===== config.mk =====
export PLATFORM = sky130hd
export DESIGN_NAME = shbx_core
export DESIGN_NICKNAME = d
export VERILOG_FILES = /design/src/design/shbx_pkg.sv /design/src/design/shbx_core.sv
export SDC_FILE = /design/constraint.sdc
export NUM_CORES = 1
export LEC_CHECK = 0
export ABC_CLOCK_PERIOD_IN_PS = 4700
export BUFFER_PORTS_ARGS = -buffer_cell sky130_fd_sc_hd__buf_2
export CORE_AREA = 2 2 100 127
export DETAILED_ROUTE_END_ITERATION = 8
export DIE_AREA = 0 0 102 129
export PLACE_DENSITY = 0.91
export SYNTH_ARGS = -nofsm -noshare
export SYNTH_HDL_FRONTEND = slang
export SYNTH_SLANG_ARGS = --single-unit

===== constraint.sdc =====
create_clock -name clk -period 4.7 [get_ports clk]
set_input_delay 0 -clock clk [delete_from_list [all_inputs] [get_ports clk]]
set_output_delay 0 -clock clk [all_outputs]
set_load 0.01 [all_outputs]

===== src/design/shbx_pkg.sv =====
// Package for the system hint and barrier execution block.
// Assumes a single core clock domain and a decoded instruction stream.
`default_nettype none
package shbx_pkg;
  localparam int unsigned SHBX_DATA_W = 32;
  localparam int unsigned SHBX_PRIO_W = 8;
  localparam int unsigned SHBX_FLAGS_W = 5;
  localparam int unsigned SHBX_FLAGS_LSB = 27;
  localparam int unsigned SHBX_EXC_W = 9;
  localparam int unsigned SHBX_EXEC_BIT = 24;
  localparam int unsigned SHBX_CTL_W = 2;
  localparam int unsigned SHBX_ADDR_W = 4;

  // Register port offsets
  localparam logic [3:0] SHBX_OFF_CTRL = 4'h0;
  localparam logic [3:0] SHBX_OFF_STATUS = 4'h4;

  // Control register fields
  localparam int unsigned SHBX_CTRL_SONP_BIT = 0;
  localparam int unsigned SHBX_CTRL_DBGEN_BIT = 1;
  localparam logic [1:0] SHBX_CTRL_RST = 2'h0;

  // Status register fields
  localparam int unsigned SHBX_ST_BASE_PRIORITY_REG_LSB = 0;
  localparam int unsigned SHBX_ST_IMASK_BIT = 8;
  localparam int unsigned SHBX_ST_FMASK_BIT = 9;
  localparam int unsigned SHBX_ST_EVENT_BIT = 10;
  localparam int unsigned SHBX_ST_SLEEP_BIT = 11;
  localparam int unsigned SHBX_ST_MHOLD_BIT = 12;
  localparam int unsigned SHBX_ST_STATE_LSB = 16;

  // Reset values of the special registers
  localparam logic [31:0] SHBX_SP_RST = 32'h0000_0000;
  localparam logic [7:0] SHBX_BASE_PRIORITY_REG_RST = 8'h00;
  localparam logic [4:0] SHBX_FLAGS_RST = 5'h00;
  localparam logic [1:0] SHBX_CONTROL_RST = 2'h0;
  localparam logic [31:0] SHBX_SP_ALIGN = 32'hFFFF_FFFC;

  typedef enum logic [3:0] {
    SHBX_OP_NONE,
    SHBX_OP_BREAKPOINT,
    SHBX_OP_MASK_SET,
    SHBX_OP_MASK_CLEAR,
    SHBX_OP_DMB,
    SHBX_OP_DSB,
    SHBX_OP_ISB,
    SHBX_OP_TO_GENERAL,
    SHBX_OP_TO_SPECIAL,
    SHBX_OP_NOP,
    SHBX_OP_SEND_EVENT,
    SHBX_OP_SUPERVISOR_CALL,
    SHBX_OP_WAIT_EVENT,
    SHBX_OP_WAIT_INTERRUPT
  } shbx_op_t;

  typedef enum logic [3:0] {
    SHBX_SR_APP,
    SHBX_SR_EXC,
    SHBX_SR_EXEC,
    SHBX_SR_EXC_EXEC,
    SHBX_SR_EXC_APP,
    SHBX_SR_EXEC_APP,
    SHBX_SR_ALL,
    SHBX_SR_MAIN_SP,
    SHBX_SR_PROC_SP,
    SHBX_SR_INT_MASK,
    SHBX_SR_BASE_PRIO,
    SHBX_SR_BASE_PRIO_COND,
    SHBX_SR_FAULT_MASK,
    SHBX_SR_CONTROL
  } shbx_sr_sel_t;

  typedef enum logic [2:0] {
    SHBX_ST_IDLE,
    SHBX_ST_DSB_WAIT,
    SHBX_ST_ISB_FLUSH,
    SHBX_ST_WFE_SLEEP,
    SHBX_ST_WFI_SLEEP
  } shbx_state_t;

  typedef struct packed {
    logic valid;
    shbx_op_t op;
    logic cond_pass;
    logic sel_int;
    logic sel_fault;
    shbx_sr_sel_t sr_sel;
    logic [31:0] src;
    logic [7:0] imm;
  } shbx_instr_t;

  typedef struct packed {
    logic exc_take;
    logic exc_pend_new;
    logic dbg_req;
    logic ext_event;
  } shbx_wake_t;
endpackage : shbx_pkg
`default_nettype wire


===== src/design/shbx_core.sv =====
// Execution of breakpoint, mask change, barriers, special moves and hints.
// Assumes the pipeline holds an instruction until instr_ready and memory reports idle.
//
// Summary of operation
// - Breakpoint requests debug entry, immediate ignored
// - Breakpoint executes even when condition fails
// - Mask set/clear forms update selected masks
// - Unprivileged mask change does nothing
// - Memory barrier holds later accesses until idle
// - Memory barrier never stalls non-memory instructions
// - Sync barrier stalls all until memory idle
// - Instruction barrier flushes pipeline when complete
// - Special-to-general move copies selected register
// - Conditional base-priority read returns base priority
// - Unprivileged special writes reach only application status
// - Unprivileged status writes drop exec/unallocated bits
// - Conditional base-priority write only raises priority
// - Status writes that include application status load flags from source
// - No-operation retires with no effect
// - Send event pulses out, sets event register
// - Supervisor call raises exception, immediate ignored
// - Wait-event sleeps until qualifying wake source
// - Wait-event with event set clears, continues
// - Wait-interrupt sleeps until exception or debug
// - Other instructions leave flags untouched
`default_nettype none
module shbx_core #(
  parameter int unsigned PRIO_W = 8
) (
  input wire logic clk,
  input wire logic rst,
  input wire shbx_pkg::shbx_instr_t instr,
  input wire logic privileged,
  input wire logic [8:0] exc_num,
  input wire logic exec_state,
  input wire logic mem_idle,
  input wire shbx_pkg::shbx_wake_t wake,
  input wire logic [3:0] reg_addr,
  input wire logic [31:0] reg_wdata,
  input wire logic reg_wr,
  input wire logic reg_rd,
  output logic [31:0] reg_rdata,
  output logic instr_ready,
  output logic gpr_we,
  output logic [31:0] gpr_data,
  output logic flags_we,
  output logic [4:0] flags,
  output logic debug_enter,
  output logic svc_raise,
  output logic sev_out,
  output logic pipe_flush,
  output logic mem_hold,
  output logic sleeping,
  output logic interrupt_mask_bit,
  output logic fault_mask_bit,
  output logic [PRIO_W-1:0] base_priority_reg,
  output logic [1:0] control,
  output logic [31:0] main_sp,
  output logic [31:0] proc_sp
);
  import shbx_pkg::*;

  shbx_state_t state_r, state_nxt;
  logic [1:0] ctrl_r;
  logic event_r;
  logic fire;
  logic wfe_wake;
  logic wfi_wake;

  function automatic logic has_app(input shbx_sr_sel_t s);
    return s inside {SHBX_SR_APP, SHBX_SR_EXC_APP, SHBX_SR_EXEC_APP, SHBX_SR_ALL};
  endfunction

  function automatic logic is_status(input shbx_sr_sel_t s);
    return s inside {SHBX_SR_APP, SHBX_SR_EXC, SHBX_SR_EXEC, SHBX_SR_EXC_EXEC,
                     SHBX_SR_EXC_APP, SHBX_SR_EXEC_APP, SHBX_SR_ALL};
  endfunction

  // Breakpoint ignores the condition; everything else obeys it
  assign fire = instr.valid && instr_ready &&
                (instr.cond_pass || instr.op == SHBX_OP_BREAKPOINT);

  assign wfe_wake = wake.exc_take || (ctrl_r[SHBX_CTRL_SONP_BIT] && wake.exc_pend_new) ||
                    (ctrl_r[SHBX_CTRL_DBGEN_BIT] && wake.dbg_req) || wake.ext_event;
  assign wfi_wake = wake.exc_take || wake.dbg_req;

  // Sequencing of stalling instructions
  always_comb begin
    state_nxt = state_r;
    unique case (state_r)
      SHBX_ST_IDLE: begin
        if (fire) begin
          unique case (instr.op)
            SHBX_OP_DSB: state_nxt = SHBX_ST_DSB_WAIT;
            SHBX_OP_ISB: state_nxt = SHBX_ST_ISB_FLUSH;
            SHBX_OP_WAIT_EVENT: state_nxt = event_r ? SHBX_ST_IDLE : SHBX_ST_WFE_SLEEP;
            SHBX_OP_WAIT_INTERRUPT: state_nxt = SHBX_ST_WFI_SLEEP;
            default: state_nxt = SHBX_ST_IDLE;
          endcase
        end
      end
      SHBX_ST_DSB_WAIT: if (mem_idle) state_nxt = SHBX_ST_IDLE;
      SHBX_ST_ISB_FLUSH: state_nxt = SHBX_ST_IDLE;
      SHBX_ST_WFE_SLEEP: if (wfe_wake) state_nxt = SHBX_ST_IDLE;
      SHBX_ST_WFI_SLEEP: if (wfi_wake) state_nxt = SHBX_ST_IDLE;
    endcase
  end

  always_ff @(posedge clk) begin
    if (rst) begin
      state_r <= SHBX_ST_IDLE;
      instr_ready <= 1'b0;
      sleeping <= 1'b0;
    end else begin
      state_r <= state_nxt;
      // Stalling in the cycle after the barrier keeps later instructions out
      instr_ready <= (state_nxt == SHBX_ST_IDLE);
      sleeping <= (state_nxt == SHBX_ST_WFE_SLEEP) || (state_nxt == SHBX_ST_WFI_SLEEP);
    end
  end

  // Memory barrier holds only the memory port, so other instructions flow on
  always_ff @(posedge clk) begin
    if (rst) begin
      mem_hold <= 1'b0;
    end else if (fire && instr.op == SHBX_OP_DMB) begin
      mem_hold <= 1'b1;
    end else if (mem_idle) begin
      mem_hold <= 1'b0;
    end
  end

  // One-cycle requests to debug, exception and event logic
  always_ff @(posedge clk) begin
    if (rst) begin
      debug_enter <= 1'b0;
      svc_raise <= 1'b0;
      sev_out <= 1'b0;
      pipe_flush <= 1'b0;
    end else begin
      debug_enter <= fire && instr.op == SHBX_OP_BREAKPOINT;
      svc_raise <= fire && instr.op == SHBX_OP_SUPERVISOR_CALL;
      sev_out <= fire && instr.op == SHBX_OP_SEND_EVENT;
      pipe_flush <= state_r == SHBX_ST_ISB_FLUSH;
    end
  end

  // Local event register: a set in the same cycle as a wait-event clear wins
  always_ff @(posedge clk) begin
    if (rst) begin
      event_r <= 1'b0;
    end else if ((fire && instr.op == SHBX_OP_SEND_EVENT) || wake.ext_event) begin
      event_r <= 1'b1;
    end else if (fire && instr.op == SHBX_OP_WAIT_EVENT) begin
      event_r <= 1'b0;
    end else if (state_r == SHBX_ST_WFE_SLEEP && wfe_wake) begin
      event_r <= 1'b0;
    end
  end

  // Mask bits: change-state instruction and privileged special writes
  always_ff @(posedge clk) begin
    if (rst) begin
      interrupt_mask_bit <= 1'b0;
      fault_mask_bit <= 1'b0;
    end else if (fire && privileged) begin
      if (instr.op == SHBX_OP_MASK_SET || instr.op == SHBX_OP_MASK_CLEAR) begin
        if (instr.sel_int) interrupt_mask_bit <= instr.op == SHBX_OP_MASK_SET;
        if (instr.sel_fault) fault_mask_bit <= instr.op == SHBX_OP_MASK_SET;
      end else if (instr.op == SHBX_OP_TO_SPECIAL) begin
        if (instr.sr_sel == SHBX_SR_INT_MASK) interrupt_mask_bit <= instr.src[0];
        if (instr.sr_sel == SHBX_SR_FAULT_MASK) fault_mask_bit <= instr.src[0];
      end
    end
  end

  // Base priority, stack pointers and control: privileged writes only
  always_ff @(posedge clk) begin
    if (rst) begin
      base_priority_reg <= PRIO_W'(SHBX_BASE_PRIORITY_REG_RST);
      control <= SHBX_CONTROL_RST;
      main_sp <= SHBX_SP_RST;
      proc_sp <= SHBX_SP_RST;
    end else if (fire && privileged && instr.op == SHBX_OP_TO_SPECIAL) begin
      unique case (instr.sr_sel)
        SHBX_SR_BASE_PRIO: base_priority_reg <= instr.src[PRIO_W-1:0];
        SHBX_SR_BASE_PRIO_COND: begin
          if (instr.src[PRIO_W-1:0] != '0 &&
              (base_priority_reg == '0 || instr.src[PRIO_W-1:0] < base_priority_reg)) begin
            base_priority_reg <= instr.src[PRIO_W-1:0];
          end
        end
        SHBX_SR_CONTROL: control <= instr.src[1:0];
        SHBX_SR_MAIN_SP: main_sp <= instr.src & SHBX_SP_ALIGN;
        SHBX_SR_PROC_SP: proc_sp <= instr.src & SHBX_SP_ALIGN;
        default: ;
      endcase
    end
  end

  // Condition flags change only through a status write
  always_ff @(posedge clk) begin
    if (rst) begin
      flags <= SHBX_FLAGS_RST;
      flags_we <= 1'b0;
    end else begin
      flags_we <= 1'b0;
      if (fire && instr.op == SHBX_OP_TO_SPECIAL && has_app(instr.sr_sel)) begin
        // Only flag bits are stored, so exec and unallocated bits are dropped
        flags <= instr.src[SHBX_FLAGS_LSB +: SHBX_FLAGS_W];
        flags_we <= 1'b1;
      end
    end
  end

  // Special-to-general move; the read is privilege-free
  always_ff @(posedge clk) begin
    if (rst) begin
      gpr_we <= 1'b0;
      gpr_data <= '0;
    end else begin
      gpr_we <= fire && instr.op == SHBX_OP_TO_GENERAL;
      if (fire && instr.op == SHBX_OP_TO_GENERAL) begin
        gpr_data <= '0;
        if (is_status(instr.sr_sel)) begin
          if (has_app(instr.sr_sel)) gpr_data[SHBX_FLAGS_LSB +: SHBX_FLAGS_W] <= flags;
          if (instr.sr_sel inside {SHBX_SR_EXC, SHBX_SR_EXC_EXEC, SHBX_SR_EXC_APP, SHBX_SR_ALL}) begin
            gpr_data[SHBX_EXC_W-1:0] <= exc_num;
          end
          if (instr.sr_sel inside {SHBX_SR_EXEC, SHBX_SR_EXC_EXEC, SHBX_SR_EXEC_APP, SHBX_SR_ALL}) begin
            gpr_data[SHBX_EXEC_BIT] <= exec_state;
          end
        end else begin
          unique case (instr.sr_sel)
            SHBX_SR_MAIN_SP: gpr_data <= main_sp;
            SHBX_SR_PROC_SP: gpr_data <= proc_sp;
            SHBX_SR_INT_MASK: gpr_data <= {31'h0000_0000, interrupt_mask_bit};
            SHBX_SR_FAULT_MASK: gpr_data <= {31'h0000_0000, fault_mask_bit};
            SHBX_SR_BASE_PRIO,
            SHBX_SR_BASE_PRIO_COND: gpr_data <= 32'(base_priority_reg);
            SHBX_SR_CONTROL: gpr_data <= {30'h0000_0000, control};
            default: gpr_data <= '0;
          endcase
        end
      end
    end
  end

  // Control register: wake qualifiers for wait-event
  always_ff @(posedge clk) begin
    if (rst) begin
      ctrl_r <= SHBX_CTRL_RST;
    end else if (reg_wr && reg_addr == SHBX_OFF_CTRL) begin
      ctrl_r <= reg_wdata[SHBX_CTL_W-1:0];
    end
  end

  // Register read port, data one cycle after the strobe; unmapped reads zero
  always_ff @(posedge clk) begin
    if (rst) begin
      reg_rdata <= '0;
    end else if (reg_rd) begin
      reg_rdata <= '0;
      if (reg_addr == SHBX_OFF_CTRL) begin
        reg_rdata[SHBX_CTL_W-1:0] <= ctrl_r;
      end else if (reg_addr == SHBX_OFF_STATUS) begin
        reg_rdata[SHBX_ST_BASE_PRIORITY_REG_LSB +: PRIO_W] <= base_priority_reg;
        reg_rdata[SHBX_ST_IMASK_BIT] <= interrupt_mask_bit;
        reg_rdata[SHBX_ST_FMASK_BIT] <= fault_mask_bit;
        reg_rdata[SHBX_ST_EVENT_BIT] <= event_r;
        reg_rdata[SHBX_ST_SLEEP_BIT] <= sleeping;
        reg_rdata[SHBX_ST_MHOLD_BIT] <= mem_hold;
        reg_rdata[SHBX_ST_STATE_LSB +: 3] <= state_r;
      end
    end else begin
      reg_rdata <= '0;
    end
  end
endmodule // shbx_core
`default_nettype wire


==> results of run 1 <==
-- cell families after synthesis --
group / synth area share (%)
and+or+nand+nor: 22.9
AOI/OAI and AO/OA: 19.3
DFF: 46.9
buffers and inverters: 6.17
muxes: 3.20
adders and majority gates: 1.46
other: 0.0627
-- power by group through the flow --
stage	logic (mW)	registers [mW]	clock network, mW
finish	0.171	1.19	1.48
floorplan	0.0849	1.22	0
detailed placement	0.137	1.22	0
global route	0.185	1.19	1.56
global placement	0.135	1.22	0
CTS	0.166	1.19	1.49
-- repair_timing --
action | in CTS | in global routing
gates resized for setup | 0 | 0
hold buffers | 44 | 0
hold endpoints to repair | 93 | 0
-- layer usage --
metal  GRT usage [%]  wire [µm]  vias to the layer above
li1                -          -                     2919
met2            50.0       9770                      330
met3            7.22       1560                       58
met1            33.3       7220                     2904
met5               0         21                        -
met4            14.4        553                        4
-- worst paths after layout --
path                                           start              endpoint  slack [ns]  cells after the start
worst min-delay path                          reg_wr             ctrl_r[0]        0.03                      4
worst max register to register  base_priority_reg[2]  base_priority_reg[0]        2.21                      7
worst min register to register              sleeping         reg_rdata[11]        0.46                      1
worst max-delay path            base_priority_reg[2]  base_priority_reg[0]        2.21                      7
-- critical path, cell delays in order, from the launching register on --
cell and delay, ns:
dfxtp_1 0.48, inv_1 0.11, ha_1 0.31, a211oi_1 0.23, o21ai_0 0.12, a221o_1 0.36
a21oi_2 0.51, mux2i_1 0.29
-- metrics by stage --
step	cells	power [mW]	worst slack (ns)	cell area, µm²
after CTS	1115	2.85	2.27	8130
after global routing	1115	2.94	2.06	8130
final	1115	2.85	2.21	8130
after detailed placement	1039	1.36	2.35	7030
after floorplan	728	1.31	2.59	6050
after global placement	1039	1.35	2.35	7030
-- layout by cell type, fill, tap and decap left out, types with 7 or more instances in the layout --
cell and n:
a21oi_1 76, buf_2 202, ha_1 7, buf_4 10, dfxtp_1 140, clkbuf_16 17, nand3_1 10, o21ai_0 7
a211oi_1 29, inv_1 11, a222oi_1 11, dlygate4sd3_1 44, nor2_1 53, a311oi_1 7, and2_1 9, conb_1 20
nand2_1 138, nand2b_1 22, mux2i_1 18, a22oi_1 19, nor3_1 17
-- area by class of cell --
type	instances	area, µm²
Clock inverter	13	209
Sequential cell	140	2800
Timing Repair Buffer	256	1530
Tap cell	164	205
Inverter	12	45.0
Fill cell	933	3810
Clock buffer	19	443
Multi-Input combinational cell	511	2890
==> out/results.ini, run 1 <==
[detailed_routing]
via_per_inst = 5.57
wl_um = 19100
drc = 0
final_antenna_net_count = 0
drt-initial-drc-count = 327
wire_per_inst_um = 17.1
routed-via-count = 6215
dr.pass1.iters = 7

[cells_and_area]
diodes = 0
layout-drive-gt1-share_pct = 27.3
largest_reg_flops = 32
final_util_pct = 68.1
fin_nets = 1053
reg.largest.list = gpr_data: 32 flops, main_sp: 30 flops, proc_sp: 30 flops
syn2layout_area_growth_pct = 35.9
regMostFlops = gpr_data

[placement]
hpwl_um = 12200
routabilityCongestion = 0.908
io_buffers = 203

[grt]
grt_max_degree = 73
grt_pass1_wl_um = 30100
track_usage_pct = 29.1
grt_overflow_total = 0
grt_pass1_vias = 5949
antenna_found_initial = 2

[yosys]
ys_ff_latch = 140
syn-mean-instance-area_um2 = 8.43
netlist.top_cell.by_area = dfxtp_1
syn_area_um2 = 5980
synth_cell_type_count = 57
syn_inst = 709
yosysMostFrequentCell = dfxtp_1
synthTopCellsByCount = dfxtp_1 (140), nand2_1 (138), a21oi_1 (76)
async_flop_share_pct = 0
synth-edff-count = 0
ys_top_cells_by_area = dfxtp_1 (47%), nand2_1 (8.7%), a21oi_1 (6.4%)
synth-main-ff-cell = dfxtp_1
synth_warnings = 0
synth_top_area_share_pct = 46.9
yosysSeqAreaShare_pct = 46.9

[clocking]
h-tree-depth = 4
clk_pin_slew_worst_paths_ns = 0.06
cts_sinks = 140
cts_setup_buffers = 0
cts_root_buf = clkbuf_16
cts_tree = built
clock_path_buffers = 2
clk_latency_ns = 0.41
cts_buffers = 17

[floorplan]
die_y_um = 129
die_width_um = 102
coreArea_um2 = 11900
io_pins = 262
initial_utilization_pct = 50.1
rows = 45
die_area_um2 = 13200

[power]
p_comb_share_pct = 6.0
leakage_nw = 3.36
power.clock.fraction_pct = 52.0
vdd_ir_drop_max_mv = 0.236
switching_share_pct = 21.8
p_sw_mw = 0.622
p_int_mw = 2.22
pwr-share-seq_pct = 42.0
p_per_area_nw_per_um2 = 350

[flow_run]
maxCapViolCount = 0

[setup_path]
cp_max_fo = 8
required_ns = 5.02
arrival_ns = 2.81
cp-end-kind = flop
crit_type = reg2reg
setup.worst_path.start_class = flop

[timing]
slew_headroom_pct = 33.5
setup_viol = 0
min_period_ns = 2.49
fmax_ghz = 0.402
finalMaxSlewViolations = 0
finalCritPeriodShare_pct = 53.0
skew_ns = 0.00949
rsz0062_at_grt = false
max_slew.worst_pin.slew_ns = 0.997
whs_ns = 0.0294
fin_setup_tns_ns = 0
finalHoldViolCount = 0

[hold_path]
hold_class = in2reg

[status]
status = complete, no violations

Power figures use the tool's default switching activity.
==> run 2: changes to the inputs <==
==> config.mk (replaced) <==
export PLATFORM = sky130hd
export DESIGN_NAME = shbx_core
export DESIGN_NICKNAME = d
export VERILOG_FILES = /design/src/design/shbx_pkg.sv /design/src/design/shbx_core.sv
export SDC_FILE = /design/constraint.sdc
export NUM_CORES = 1
export LEC_CHECK = 0
export ABC_AREA = 1
export ABC_CLOCK_PERIOD_IN_PS = 2540
export BUFFER_PORTS_ARGS = -buffer_cell sky130_fd_sc_hd__buf_2
export CORE_AREA = 2 2 103 130
export DETAILED_ROUTE_END_ITERATION = 8
export DIE_AREA = 0 0 105 132
export PLACE_DENSITY = 0.87
export SYNTH_ARGS = -nofsm -noshare
export SYNTH_HDL_FRONTEND = slang
export SYNTH_SLANG_ARGS = --single-unit
==> constraint.sdc (replaced) <==
create_clock -name clk -period 2.54 [get_ports clk]
set_input_delay 0 -clock clk [delete_from_list [all_inputs] [get_ports clk]]
set_output_delay 0 -clock clk [all_outputs]
set_load 0.01 [all_outputs]
==> out/results.ini, run 2 <==
[clocking]
clk_pin_slew_worst_paths_ns = 0.06
cts_sinks = 140
cts_buffers = 17
cts_tree = built
cts_root_buf = clkbuf_16
clock_path_buffers = 2
h-tree-depth = 4
clk_latency_ns = 0.41

[cells_and_area]
regMostFlops = gpr_data
finalNonFillerCells = 1231
fillers = 999
syn2layout_area_growth_pct = 38.1
seqCellArea_um2 = 2800
reg.largest.list = gpr_data: 32 flops, main_sp: 30 flops, proc_sp: 30 flops
final_cell_mix = buf_2 (203), nor2_1 (148), dfxtp_1 (140)
fin_nets = 1166
diodes = 0
largest_reg_flops = 32
final_util_pct = 66.0
multi_input_area_um2 = 2620
final_common_cell = buf_2
layout-drive-gt1-share_pct = 25.4

[detailed_routing]
final_antenna_net_count = 0
drc = 0
wire_per_inst_um = 16.0
via_per_inst = 5.26
routed-via-count = 6479
wl_um = 19600
drt-initial-drc-count = 333
dr.pass1.iters = 5

[yosys]
netlist.top_cell.by_area = dfxtp_1
synth_cell_type_count = 37
synthTopCellsByCount = nor2_1 (148), dfxtp_1 (140), nand2_1 (122)
yosysMostFrequentCell = nor2_1
synth-edff-count = 0
syn_area_um2 = 6000
yosysSeqAreaShare_pct = 46.7
synth_top_area_share_pct = 46.7
ys_top_cells_by_area = dfxtp_1 (47%), nor2_1 (9.3%), nand2_1 (7.6%)
ys_ff_latch = 140
syn_inst = 796
syn-mean-instance-area_um2 = 7.53
synth_warnings = 0
async_flop_share_pct = 0
synth-main-ff-cell = dfxtp_1

[setup_path]
r2r_cells = 12
cp_max_fo = 84
crit_start = rst
setup.worst_path.start_class = primary input
r2r_slack_ns = 0.45
r2r-start = base_priority_reg[5]
required_ns = 2.89
r2r_end = base_priority_reg[2]
crit_type = in2reg
crit_path_end = reg_rdata[0]
arrival_ns = 2.56
cp-end-kind = flop

[floorplan]
die_y_um = 132
initial_utilization_pct = 47.8
die_width_um = 105
coreArea_um2 = 12500
rows = 46
io_pins = 262
die_area_um2 = 13900

[hold_path]
whs_path_depth = 4
hold_class = in2reg

[timing]
rsz0062_at_grt = false
finalCritPeriodShare_pct = 87.0
finalHoldViolCount = 0
slew_headroom_pct = 65.3
fin_setup_tns_ns = 0
max_slew.worst_pin.slew_ns = 0.520
fmax_ghz = 0.453
finalMaxSlewViolations = 0
whs_ns = 0.0284
min_period_ns = 2.21
skew_ns = 0.00910
setup_viol = 0

[grt]
grt_overflow_total = 0
use_met2_pct = 49.1
grt_busiest_layer = met2
grt_pass1_vias = 6183
met1_usage_pct = 30.8
grt_pass1_wl_um = 30900
antenna_found_initial = 0
use_met3_pct = 6.87
track_usage_pct = 27.6
grt_max_degree = 85

[power]
fin_total_pwr_mw = 5.46
p_per_area_nw_per_um2 = 659
vdd_ir_drop_max_mv = 0.356
leakage_nw = 4.09

[flow_run]
maxCapViolCount = 0

[placement]
routabilityCongestion = 0.880
io_buffers = 203
hpwl_um = 12400
placedCellCount = 1137

[status]
status = complete, no violations

## run 2: changes by cell type in the layout (fill, tap and decap cells not counted), moves of 18 or more
cell / change
nand2b_1: -22
inv_1: +46
nor2_1: +95
mux2i_1: -18
o21ai_1: +28
a31oi_1: +23
o21ai_0: +77
a211oi_1: -29
a21oi_1: -21
## run 2: worst max-delay path, cell delays in order
cell	delay, ns
dlygate4sd3_1	0.55
buf_2	0.25
inv_2	0.41
buf_12	0.33
nand2_1	0.15
o32ai_1	0.27
dlygate4sd3_1	0.57
## run 2: report_power, final
group	leakage (nW)	internal [mW]	switching (mW)	total [mW]
clock	0.322	1.81	0.943	2.76
sequential	1.13	2.23	0.0188	2.24
combinational	2.64	0.185	0.275	0.460
## run 2: layout make-up
type,instances,share of cell area (%)
timing repair buffer,277,21.1
clock buffer,20,5.63
sequential,140,33.8
tap,168,2.54
clock inverter,11,2.30
inverter,64,2.95
multi-input combinational,551,31.6
## run 2: logic make-up after synthesis
family / share of synthesized area [%]
buffers and inverters: 10.8
adders and majority gates: 1.46
and+or+nand+nor: 22.6
AOI/OAI and AO/OA: 18.4
DFF: 46.7
other: 0.0625
## run 2: layer usage
metal	part of all wire (%)	vias up	wire, µm
met3	7.7	53	1500
met5	0	-	0
met1	38	3007	7400
met4	3.2	0	623
met2	52	321	10100
li1	-	3098	-
## run 2: per-stage QoR
step                      setup slack, ns  area (µm²)
final                               0.331        8280
after global routing                0.202        8280
after CTS                           0.158        8260
after detailed placement            0.566        7000
after global placement              0.570        7000
after floorplan                     0.627        6070
## run 2: worst min-delay path by stage
stage | from | to | slack [ns]
after global routing | instr[48] | debug_enter | 0.03
after detailed placement | instr[17] | main_sp[9] | 0.24
after global placement | instr[32] | main_sp[24] | 0.24
after floorplan | instr[47] | svc_raise | 0.13
final | instr[49] | debug_enter | 0.03
after CTS | instr[49] | debug_enter | 0.004
## run 2: what timing repair did
action / 4_1_cts / 5_1_grt
buffers inserted: 0 / 2
endpoints found under the setup margin: 0 / 1
gates resized for setup: 0 / 0
hold buffers: 60 / 1
hold endpoints to repair: 95 / 1
==> run 3: changes to the inputs <==
--- a/config.mk
+++ b/config.mk
@@ -11,6 +11,7 @@
 export CORE_AREA = 2 2 103 130
 export DETAILED_ROUTE_END_ITERATION = 8
 export DIE_AREA = 0 0 105 132
+export MAX_ROUTING_LAYER = met4
 export PLACE_DENSITY = 0.87
 export SYNTH_ARGS = -nofsm -noshare
 export SYNTH_HDL_FRONTEND = slang
==> out/results.ini, run 3 (synthesis gave the netlist of run 2 again) <==
[cells_and_area]
fin_nets = 1166
syn2layout_area_growth_pct = 38.1
fin_area_um2 = 8280
layout-drive-gt1-share_pct = 25.4
finalNonFillerCells = 1231
reg.largest.list = gpr_data: 32 flops, main_sp: 30 flops, proc_sp: 30 flops
regMostFlops = gpr_data
final_cell_mix = buf_2 (203), nor2_1 (148), dfxtp_1 (140)
final_common_cell = buf_2
final_util_pct = 66.0
diodes = 0
largest_reg_flops = 32
fillers = 999

[grt]
grt_pass1_vias = 6163
track_usage_pct = 28.5
grt_overflow_total = 0
antenna_found_initial = 0
grt_max_degree = 85
grt_pass1_wl_um = 30900

[detailed_routing]
via_per_inst = 5.29
routed-via-count = 6509
drt-initial-drc-count = 383
dr.pass1.iters = 5
wl_um = 19700
drc = 0
final_antenna_net_count = 0
wire_per_inst_um = 16.0

[power]
switching_share_pct = 22.6
power.clock.fraction_pct = 50.5
p_comb_share_pct = 8.4
pwr-share-seq_pct = 41.1
p_sw_mw = 1.23
p_int_mw = 4.22
p_per_area_nw_per_um2 = 659
vdd_ir_drop_max_mv = 0.357
leakage_nw = 4.09

[timing]
min_period_ns = 2.20
fin_setup_tns_ns = 0
skew_ns = 0.00702
setup_viol = 0
finalHoldViolCount = 0
finalMaxSlewViolations = 0
rsz0062_at_grt = false
fmax_ghz = 0.454
timing.final.ws_setup_ns = 0.337
finalCritPeriodShare_pct = 86.7
max_slew.worst_pin.slew_ns = 0.524
slew_headroom_pct = 65.0

[setup_path]
cpMaxStageDelayCell = dlygate4sd3_1
cp_common_cell = dlygate4sd3_1
crit_buf_inv = 5
critPathTopFamily = buffers and inverters
r2r_slack_ns = 0.44
crit_start = rst
required_ns = 2.89
setup.worst_path.start_class = primary input
crit_type = in2reg
r2r_cells = 12
r2r-start = base_priority_reg[5]
arrival_ns = 2.56
r2r_end = base_priority_reg[2]
cpPeakStageDelay_ns = 0.57
cp-end-kind = flop
cp_cell_sequence = dlygate4sd3_1 -> buf_2 -> inv_2 -> buf_12 -> nand2_1 -> o32ai_1 -> dlygate4sd3_1
cp_max_fo = 84

[clocking]
cts_sinks = 140
clk_pin_slew_worst_paths_ns = 0.06
cts_root_buf = clkbuf_16
h-tree-depth = 4
clock_path_buffers = 2
cts_buffers = 17
clk_latency_ns = 0.41
cts_tree = built

[placement]
hpwl_um = 12400
io_buffers = 203
placedCellCount = 1137
place_area_um2 = 7000
dpl_worst_slack_ns = 0.566
routabilityCongestion = 0.895

[floorplan]
die_area_um2 = 13900
rows = 46
io_pins = 262
initial_utilization_pct = 47.8
die_y_um = 132
coreArea_um2 = 12500
die_width_um = 105

[hold_path]
whs_path_depth = 4
hold_path_end = debug_enter
holdCritStartpoint = instr[49]
hold_class = in2reg

[status]
status = complete, no violations

[flow_run]
maxCapViolCount = 0

## run 3: cell counts in the layout (fill, tap and decap cells not counted)
No cell type changed its count.
## run 3: routing by layer
metal	up-vias	track usage, %	share of wire, %
met5	-	-	0
met4	0	12.7	3.0
met3	55	5.44	7.6
met2	362	49.3	52
met1	2995	31.6	38
li1	3097	-	-
## run 3: layout make-up
class	instances	area [µm²]	share of cell area, %
tap	168	210	2.54
inverter	64	244	2.95
clock buffer	20	467	5.63
timing repair buffer	277	1750	21.1
clock inverter	11	190	2.30
sequential	140	2800	33.8
multi-input combinational	551	2620	31.6
## run 3: worst min-delay path, cell delays in order
cell and delay [ns]:
buf_2 0.12, nor2_1 0.09, nand2_1 0.13, nor3_1 0.06
## run 3: worst max path at each step
stage | end | slack [ns] | cells past startpoint
after floorplan | base_priority_reg[2] | 0.63 | 13
after global placement | base_priority_reg[6] | 0.57 | 12
after detailed placement | base_priority_reg[7] | 0.57 | 12
after CTS | reg_rdata[0] | 0.16 | 6
after global routing | reg_rdata[0] | 0.21 | 7
final | reg_rdata[0] | 0.34 | 7
## run 3: power by group through the flow
stage                     sequential, mW  clock, mW  combinational (mW)
after global placement              2.29          0               0.365
final                               2.24       2.75               0.460
after detailed placement            2.29          0               0.372
after global routing                2.25       2.88               0.504
after floorplan                     2.30          0               0.238
after CTS                           2.24       2.79               0.443
## run 3: through the flow
| step | hold slack [ns] | total power, mW |
|---|---|---|
| 2_1_floorplan | 0.125 | 2.54 |
| 3_3_place_gp | 0.239 | 2.66 |
| 3_5_place_dp | 0.244 | 2.66 |
| 4_1_cts | 0.00393 | 5.47 |
| 5_1_grt | 0.0328 | 5.63 |
| 6_report | 0.0308 | 5.46 |
## run 3: what timing repair did
item | in CTS | in global routing
setup buffers | 0 | 2
setup endpoints to repair | 0 | 1
hold endpoints to repair | 95 | 1
hold buffers | 60 | 1
resized for setup | 0 | 0
